$ cat src/hdl/fsr_pkg.sv
// Constants, field layout and carrier types for the status register block.
// Assumes a single core clock domain; link pins arrive unsynchronised.
package fsr_pkg;
  localparam logic [7:0] OP_READ_ONE  = 8'h05;
  localparam logic [7:0] OP_READ_TWO  = 8'h35;
  localparam logic [7:0] RST_ONE      = 8'h00;
  localparam logic [7:0] RST_TWO      = 8'h00;
  localparam logic [7:0] WMASK_ONE    = 8'hFC;
  localparam logic [7:0] WMASK_TWO    = 8'h7B;
  localparam int         B1_GUARD_LO  = 7;
  localparam int         B1_AREA_HI   = 6;
  localparam int         B1_AREA_LO   = 2;
  localparam int         B1_WPL       = 1;
  localparam int         B1_BUSY      = 0;
  localparam int         B2_ERASE_P   = 7;
  localparam int         B2_INVERT    = 6;
  localparam int         B2_LOCK_HI   = 5;
  localparam int         B2_LOCK_LO   = 3;
  localparam int         B2_PROG_P    = 2;
  localparam int         B2_FOUR      = 1;
  localparam int         B2_GUARD_HI  = 0;
  localparam logic [2:0] BIT_FIRST    = 3'h7;
  localparam logic [2:0] BIT_LAST     = 3'h0;

  typedef struct packed {
    logic [7:0] one;
    logic [7:0] two;
  } fsr_pair_t;

  typedef struct packed {
    logic cs_n;
    logic sck;
    logic si;
  } fsr_link_t;
endpackage : fsr_pkg

$ cat src/hdl/fsr_status.sv
// Status register pair with serial status read engine.
// Assumes write-status data, latch and suspend events come from the
// command decoder on core_clk; link pins are asynchronous.
`timescale 1ns/1ns
module fsr_status (
  // Clock and reset
  input  wire logic            core_clk,
  input  wire logic            rst,
  // Serial link pins
  input  wire fsr_pkg::fsr_link_t link,
  output logic                 so,
  output logic                 so_oe,
  // Write protect pin, active low
  input  wire logic            wp_n,
  // Events from the rest of the device
  input  wire logic            op_active,
  input  wire logic            wpl_set,
  input  wire logic            wpl_clr,
  input  wire logic            erase_pause,
  input  wire logic            program_pause,
  input  wire logic            pause_resume,
  input  wire logic            power_cycle,
  // Status write request
  input  wire logic            wr_req,
  input  wire fsr_pkg::fsr_pair_t wr_data,
  output logic                 wr_done,
  output logic                 wr_refused,
  // Settings seen by the rest of the device
  output fsr_pkg::fsr_pair_t   cfg,
  output logic                 four_lane_select,
  output logic                 modify_permit
);
  import fsr_pkg::*;

  function automatic logic [7:0] pick_byte(input fsr_pair_t p,
                                           input logic      two);
    pick_byte = two ? p.two : p.one;
  endfunction : pick_byte

  // Link and pin synchronisers
  fsr_link_t link_s1_q;
  fsr_link_t link_s2_q;
  fsr_link_t link_s3_q;
  logic      wp_s1_q;
  logic      wp_s2_q;

  always_ff @(posedge core_clk or posedge rst) begin
    if (rst) begin
      link_s1_q <= '{cs_n: 1'b1, sck: 1'b0, si: 1'b0};
      link_s2_q <= '{cs_n: 1'b1, sck: 1'b0, si: 1'b0};
      link_s3_q <= '{cs_n: 1'b1, sck: 1'b0, si: 1'b0};
      // Pin idles high; a low reset value would fake a locked pin
      wp_s1_q   <= 1'b1;
      wp_s2_q   <= 1'b1;
    end else begin
      link_s1_q <= link;
      link_s2_q <= link_s1_q;
      link_s3_q <= link_s2_q;
      wp_s1_q   <= wp_n;
      wp_s2_q   <= wp_s1_q;
    end
  end

  logic selected;
  logic sck_rise;
  logic sck_fall;

  assign selected = ~link_s2_q.cs_n;
  assign sck_rise = selected & link_s2_q.sck & ~link_s3_q.sck;
  assign sck_fall = selected & ~link_s2_q.sck & link_s3_q.sck;

  // Status storage
  fsr_pair_t stat_q;
  fsr_pair_t stat_d;
  logic      wr_done_q;
  logic      wr_done_d;
  logic      wr_refused_q;
  logic      wr_refused_d;
  fsr_pair_t live;
  logic      lockdown;
  logic      pin_locked;
  logic      permit;

  always_comb begin
    live             = stat_q;
    live.one[B1_BUSY] = op_active;
  end

  assign lockdown   = stat_q.two[B2_GUARD_HI]
                      & ~stat_q.one[B1_GUARD_LO];
  assign pin_locked = ~stat_q.two[B2_GUARD_HI] & stat_q.one[B1_GUARD_LO]
                      & ~wp_s2_q;
  // Guard pair 11 is not described; treated as locked too
  assign permit     = stat_q.one[B1_WPL] & ~stat_q.two[B2_GUARD_HI]
                      & ~pin_locked;

  always_comb begin
    stat_d       = stat_q;
    wr_done_d    = 1'b0;
    wr_refused_d = 1'b0;
    if (wr_req && stat_q.one[B1_WPL]) begin
      if (permit) begin
        stat_d.one = (stat_q.one & ~WMASK_ONE)
                     | (wr_data.one & WMASK_ONE);
        stat_d.two = (stat_q.two & ~WMASK_TWO)
                     | (wr_data.two & WMASK_TWO);
        wr_done_d  = 1'b1;
      end else begin
        wr_refused_d = 1'b1;
      end
      stat_d.one[B1_WPL] = 1'b0;
    end
    if (wpl_clr) begin
      stat_d.one[B1_WPL] = 1'b0;
    end
    if (power_cycle) begin
      stat_d.one[B1_WPL] = 1'b0;
      if (lockdown) begin
        stat_d.two[B2_GUARD_HI] = 1'b0;
        stat_d.one[B1_GUARD_LO] = 1'b0;
      end
    end
    // Set wins over a clear in the same cycle
    if (wpl_set) begin
      stat_d.one[B1_WPL] = 1'b1;
    end
    if (pause_resume) begin
      stat_d.two[B2_ERASE_P] = 1'b0;
      stat_d.two[B2_PROG_P]  = 1'b0;
    end
    if (erase_pause) begin
      stat_d.two[B2_ERASE_P] = 1'b1;
    end
    if (program_pause) begin
      stat_d.two[B2_PROG_P] = 1'b1;
    end
    stat_d.one[B1_BUSY] = 1'b0;
  end

  always_ff @(posedge core_clk or posedge rst) begin
    if (rst) begin
      stat_q       <= '{one: RST_ONE, two: RST_TWO};
      wr_done_q    <= 1'b0;
      wr_refused_q <= 1'b0;
    end else begin
      stat_q       <= stat_d;
      wr_done_q    <= wr_done_d;
      wr_refused_q <= wr_refused_d;
    end
  end

  assign cfg              = stat_q;
  assign wr_done          = wr_done_q;
  assign wr_refused       = wr_refused_q;
  assign four_lane_select = stat_q.two[B2_FOUR];
  assign modify_permit    = stat_q.one[B1_WPL];

  // Serial read engine
  typedef enum logic [1:0] {
    fsr_idle,
    fsr_opcode,
    fsr_stream,
    fsr_skip
  } fsr_state_t;

  fsr_state_t state_q;
  fsr_state_t state_d;
  logic [2:0] cnt_q;
  logic [2:0] cnt_d;
  logic [6:0] op_q;
  logic [6:0] op_d;
  logic       sel_two_q;
  logic       sel_two_d;
  logic [7:0] byte_q;
  logic [7:0] byte_d;
  logic       so_q;
  logic       so_d;
  logic       oe_q;
  logic       oe_d;
  logic [7:0] opcode;
  logic [7:0] fresh;

  assign opcode = {op_q, link_s2_q.si};
  // Busy is read live, so polling works mid-operation
  assign fresh  = pick_byte(live, sel_two_q);

  always_comb begin
    state_d   = state_q;
    cnt_d     = cnt_q;
    op_d      = op_q;
    sel_two_d = sel_two_q;
    byte_d    = byte_q;
    so_d      = so_q;
    oe_d      = oe_q;
    if (!selected) begin
      state_d = fsr_idle;
      oe_d    = 1'b0;
      so_d    = 1'b0;
    end else begin
      case (state_q)
        fsr_idle: begin
          state_d = fsr_opcode;
          cnt_d   = BIT_LAST;
          op_d    = 7'h00;
        end
        fsr_opcode: begin
          if (sck_rise) begin
            op_d  = opcode[6:0];
            cnt_d = cnt_q + 3'h1;
            if (cnt_q == BIT_FIRST) begin
              cnt_d = BIT_FIRST;
              if (opcode == OP_READ_ONE) begin
                state_d   = fsr_stream;
                sel_two_d = 1'b0;
              end else if (opcode == OP_READ_TWO) begin
                state_d   = fsr_stream;
                sel_two_d = 1'b1;
              end else begin
                state_d = fsr_skip;
              end
            end
          end
        end
        fsr_stream: begin
          if (sck_fall) begin
            oe_d  = 1'b1;
            cnt_d = cnt_q - 3'h1;
            if (cnt_q == BIT_FIRST) begin
              byte_d = fresh;
              so_d   = fresh[7];
            end else begin
              so_d = byte_q[cnt_q];
            end
          end
        end
        fsr_skip: begin
          state_d = fsr_skip;
        end
        default: begin
          state_d = fsr_idle;
        end
      endcase
    end
  end

  always_ff @(posedge core_clk or posedge rst) begin
    if (rst) begin
      state_q   <= fsr_idle;
      cnt_q     <= BIT_LAST;
      op_q      <= 7'h00;
      sel_two_q <= 1'b0;
      byte_q    <= 8'h00;
      so_q      <= 1'b0;
      oe_q      <= 1'b0;
    end else begin
      state_q   <= state_d;
      cnt_q     <= cnt_d;
      op_q      <= op_d;
      sel_two_q <= sel_two_d;
      byte_q    <= byte_d;
      so_q      <= so_d;
      oe_q      <= oe_d;
    end
  end

  assign so    = so_q;
  assign so_oe = oe_q;

  logic op_done;
  assign op_done = (state_q == fsr_opcode) && sck_rise
                   && (cnt_q == BIT_FIRST);
endmodule : fsr_status

$ cat config.mk
export PLATFORM = sky130hd
export DESIGN_NAME = fsr_status
export DESIGN_NICKNAME = d
export VERILOG_FILES = /design/src/hdl/fsr_pkg.sv /design/src/hdl/fsr_status.sv
export SDC_FILE = /design/constraint.sdc
export NUM_CORES = 1
export LEC_CHECK = 0
export ABC_AREA = 0
export BUFFER_PORTS_ARGS = -buffer_cell sky130_fd_sc_hd__buf_2
export CAP_MARGIN = 15
export CORE_MARGIN = 2
export CORE_UTILIZATION = 45
export CTS_BUF_LIST = sky130_fd_sc_hd__clkbuf_16
export CTS_CLUSTER_DIAMETER = 80
export CTS_CLUSTER_SIZE = 10
export DETAILED_ROUTE_END_ITERATION = 6
export PLACE_DENSITY = 0.68
export SLEW_MARGIN = 20
export SYNTH_ARGS = -nofsm -noshare
export SYNTH_HDL_FRONTEND = slang
export SYNTH_SLANG_ARGS = --single-unit
$ cat constraint.sdc
create_clock -name core_clk -period 3 [get_ports core_clk]
set_input_delay 0.45 -clock core_clk [delete_from_list [all_inputs] [get_ports core_clk]]
set_output_delay 0.45 -clock core_clk [all_outputs]
set_load 0.005 [all_outputs]
==> Yosys cells after proc, flatten, opt, wreduce, memory -nomap -nowiden <==
Cells that the tools add are included.
{ "word_totals": {"ff_bits": 49, "latch_bits": 0, "ramBits": 0, "rom_bits": 0, "input_bits": 30, "out_inout_bits": 22, "memories": 0} }
{ "classes": {"add_sub_neg": 2, "n_mul": 0, "n_div": 0, "n_lt_le_gt_ge": 1, "n_eq_ne": 10, "n_shift": 0, "muxes": 41, "bitwise": 18, "reduce_logical": 22} }
{ "ops": {"columns": ["cell", "count"], "rows": [
  ["2-to-1 mux 16 bit", 2],
  ["2-to-1 mux 1 bit", 27],
  ["nonzero test 3 bit", 5],
  ["case mux 7 bit (2 select lines)", 1],
  ["bitwise AND 1 bit", 9],
  ["2-to-1 mux 3 bit", 3],
  ["case mux 3 bit (3 select lines)", 1],
  ["== test 8 x 3 -> 1 bit (second input constant)", 1],
  ["== test 8 x 6 -> 1 bit (second input constant)", 1],
  ["2-to-1 mux 8 bit", 1],
  ["OR 2 x 8 -> 8 bit", 1],
  ["OR 8 x 7 -> 8 bit", 1],
  ["AND reduction 2 bit", 4],
  ["AND reduction 4 bit", 2],
  ["nonzero test 2 bit", 4],
  ["nonzero test 4 bit", 2],
  ["2-to-1 mux 7 bit", 1],
  ["inverter 1 bit", 7],
  ["2-to-1 mux 2 bit", 3],
  ["inequality test 3 bit (second input constant)", 2],
  ["case mux 2 bit (3 select lines)", 1],
  ["AND reduction 3 bit", 2],
  ["AND reduction 5 bit", 1],
  ["== test 2 bit (second input constant)", 2],
  ["other kinds (9)", 10]
]} }

==> Logic depth before layout (Yosys ltp) <==
{ "depth": {"word_depth": 10, "depth_mapped": 8, "ltp_nobuf": 6} }

==> Worst setup path before layout <==
OpenSTA, ideal clock, no wires.
{ "synth_timing": {"kind": "reg2reg", "from": "register state_q[0]", "to": "register byte_q[7]", "t_arrival_ns": 1.460, "path_slack_ns": 1.412, "stages_incl_launch_ff": 9, "synth_period_minus_slack_ns": 1.588, "cell_sequence": "dfrtp_1 inv_1 ha_1 and4bb_1 and2_1 buf_4 buf_6 nor2_1 a21oi_1"} }
{ "synth_between": {"elab_chain_len": 2} }
{ "synth_lines": {"columns": ["item", "line", "source"], "rows": [
  ["start, declared", "fsr_status.sv:166", "fsr_state_t state_q;"],
  ["start signal, assigned", "fsr_status.sv:248", "state_q <= fsr_idle;"],
  ["start signal, assigned", "fsr_status.sv:256", "state_q <= state_d;"],
  ["== test 2 bit", "fsr_status.sv:200", "case (state_q)"],
  ["AND reduction 4 bit (no line)", null, null],
  ["end signal, assigned", "fsr_status.sv:260", "byte_q <= byte_d;"],
  ["end, declared", "fsr_status.sv:174", "logic [7:0] byte_q;"]
]} }
No other way between the ends.
A chain may end at the register's enable or synchronous reset.

==> Final worst setup path <==
Ends and elaborated chain as after synthesis.

==> out/qor.csv <==
stage;metric;value;unit
worst_setup_path;cp-startpoint;state_q[0];
final_layout;register_area;1230;um^2
route;wire_per_inst;13.2;um
final_layout;syn2layout_area_growth;18.9;%
floorplan;initial_core_util;46.8;%
worst_setup_path;crit_chain;inv_1 > ha_1 > and4bb_1 > and2_1 > nor2_1 > a21oi_1;
final_layout;drive_gt1_share;33.6;%
power_and_ir_drop;p_leak;1.24;nW
logic_synthesis;synth_nets;218;
clock_tree;cts_hold_buffers;0;
hold_path;min_path_type;input port to flop;
logic_synthesis;ys_async_sr_fraction;100;%
worst_setup_path;critPathSlowestCell;and2_1;
logic_synthesis;synth_cells;181;
worst_setup_path;max_stage_delay;470;ps
power_and_ir_drop;peakVddDrop;0.000475;V
sta;max_freq;525;MHz
final_layout;stdcell_count;293;
worst_setup_path;path_max_fanout;16;
floorplan;die_w;74.1;um
global_routing;grt_max_degree;50;
final_layout;final_common_cell;buf_2;
logic_synthesis;syn_area;2210;um^2
worst_setup_path;r2r_start;state_q[0];
sta;hold_viol;0;
route;antenna_left;0;
sta;final.min_clock_period;1910;ps
logic_synthesis;ys_top_cells_by_area;dfrtp_1, mux2_2, mux2i_1;
worst_setup_path;r2r_slack;1090;ps
sta;final.setup.tns;0;ps
worst_setup_path;r2r_end;byte_q[7];
placement;gp_congestion;0.763;
worst_setup_path;crit_end;byte_q[7];
route;routed-via-count;1436;
global_routing;grt_use_total;16.1;%
route;route.detailed.drc;0;
sta;maxSlewHeadroom;46.2;%
worst_setup_path;critPathCaptureType;flop;
final_layout;mostFrequentLayoutCells;buf_2, dfrtp_1, mux2_2, nor2_1, mux2i_1;
sta;whs;263;ps
floorplan;die_h;74.1;um
sta;final.setup_skew;2.68;ps
clock_tree;clock_latency;280;ps
logic_synthesis;avgSynthCellArea;12.2;um^2
global_routing;grt_overflow;0;
sta;setup_viol;0;
route;viasPerCell;4.90;
sta;rsz0062_at_grt;false;
route;drt_iter0_drc;77;
clock_tree;clock-root-buffer;clkbuf_16;
run;maxCapViolCount;0;
sta;slew_viol_final;0;
logic_synthesis;synthFlopType;dfrtp_1;
final_layout;diodes;0;
status;status;completed;
global_routing;grt_pass1_wl;6.58;mm
logic_synthesis;synth-seq-cells;49;
clock_tree;cts-buffers-inserted;5;
logic_synthesis;synth-edff-count;0;
logic_synthesis;yosysTopAreaCell;dfrtp_1;
placement;dp_cells;285;
logic_synthesis;ys_seq_area_share;55.8;%
worst_setup_path;crit_type;flop to flop;
clock_tree;htreeDepth;2;
route;routed_wl;3.87;mm
global_routing;grt_pass1_vias;1418;
clock_tree;post_cts_buffers;0;
placement;portBuffers;46;
clock_tree;cts_tree;done;
final_layout;multiInputGateArea;867;um^2
global_routing;antenna_found_initial;0;
floorplan;rows;25;
clock_tree;cts.sinks;49;
worst_setup_path;worst_ep_required_time;3200;ps
placement;dp_hpwl;2.77;mm
clock_tree;ctsResizeCount;0;
sta;tightest_slew;806;ps
logic_synthesis;ys_warn_count;0;
floorplan;dieArea;5480;um^2
sta;period_share;63.5;%
final_layout;nFillCells;415;
route;dr.pass1.iters;4;
worst_setup_path;r2r_cells;6;
floorplan;coreArea;4720;um^2
floorplan;ios;52;
final_layout;nets;262;
clock_tree;clk_path_buf_depth;2;
power_and_ir_drop;power_density;803;nW/um^2
clock_tree;clk_pin_slew;60;ps
worst_setup_path;startpoint_type;flop;
logic_synthesis;yosysUniqueCellTypes;37;
logic_synthesis;synth_top_area_share;51.0;%
worst_setup_path;worstPathArrival;2110;ps
-- synthesized netlist by cell type, drive strengths merged, types with 2 or more instances --
cell / number
and2: 3
buf: 10
mux2i: 13
nand2: 5
o211ai: 2
dfstp: 4
dfrtp: 45
nor2b: 5
a21o: 3
a21boi: 2
inv: 10
nand2b: 3
o21ai: 4
a21oi: 10
nor3: 3
nor2: 14
mux2: 14
nor4b: 2
a22o: 8
ha: 7
-- sequential cells by signal (all words and copies together) (netlist names) --
name and cells:
byte_q 8, cfg 15, cnt_q 3, link_s1_q 3, link_s2_q 3, link_s3_q 1
op_q 7, sel_two_q 1, so 1, so_oe 1, state_q 2, wp_s1_q 1
wp_s2_q 1, wr_done 1, wr_refused 1
-- critical path, delay by kind of cell (launching register included) --
kind / cells / cell delay [ps]
buffers and inverters: 1 / 110
AO/OA/AOI/OAI: 1 / 150
adder cells (fa/ha/maj): 1 / 270
flip-flops: 1 / 440
AND/OR/NAND/NOR: 3 / 840
-- report_power, final --
part / total, mW / switching [mW] / internal [mW] / leakage [nW]
Clock: 0.620 / 0.228 / 0.391 / 0.0852
Sequential: 0.920 / 0.128 / 0.792 / 0.615
Combinational: 0.569 / 0.264 / 0.305 / 0.545
-- cell families (layout without fill, tap and decap cells) --
logic type | count (synthesis) | in the layout | synth area share [%]
buffers and inverters | 20 | 65 | 4.99
AOI/OAI and AO/OA | 35 | 35 | 11.1
adders and majority gates | 7 | 7 | 3.97
muxes | 28 | 28 | 14.1
other | 1 | 1 | 0.170
DFF | 49 | 49 | 55.8
and+or+nand+nor | 41 | 41 | 9.97
-- how the worst min path moves through the flow --
stage / start / end / slack [ps] / cells after the start
finish: wp_n / wp_s1_q / 260 / 1
global route: wp_n / wp_s1_q / 250 / 1
CTS: wp_n / wp_s1_q / 250 / 1
detailed placement: link_s1_q[0] / link_s2_q[0] / 340 / 0
global placement: link_s1_q[0] / link_s2_q[0] / 330 / 0
floorplan: link_s1_q[0] / link_s2_q[0] / 330 / 0
-- cell type report --
type	count	share of cell area, %
clock buffer	5	4.76
clock inverter	3	1.62
inverter	10	1.48
multi-input combinational	112	33.0
sequential	49	46.9
tap	67	3.19
timing repair buffer	47	9.05
-- layer usage --
| layer | share of wire (%) | up-vias | GRT usage [%] |
|---|---|---|---|
| met4 | 1.2 | 0 | 5.45 |
| met1 | 49 | 673 | 22.5 |
| met2 | 45 | 34 | 24.6 |
| met5 | 0 | - | 0 |
| met3 | 4.3 | 5 | 4.07 |
| li1 | - | 724 | - |
-- metrics by stage --
| stage | worst slack [ps] | util [%] | total power [mW] | area, um^2 |
|---|---|---|---|---|
| final | 1090 | 55.6 | 2.11 | 2630 |
| after CTS | 1070 | 55.6 | 2.14 | 2630 |
| after global placement | 1130 | 52.0 | 1.49 | 2460 |
| after global routing | 863 | 55.6 | 2.26 | 2630 |
| after floorplan | 1380 | - | 1.32 | 2210 |
| after detailed placement | 1100 | 52.0 | 1.51 | 2460 |
Power figures use the tool's default switching activity.
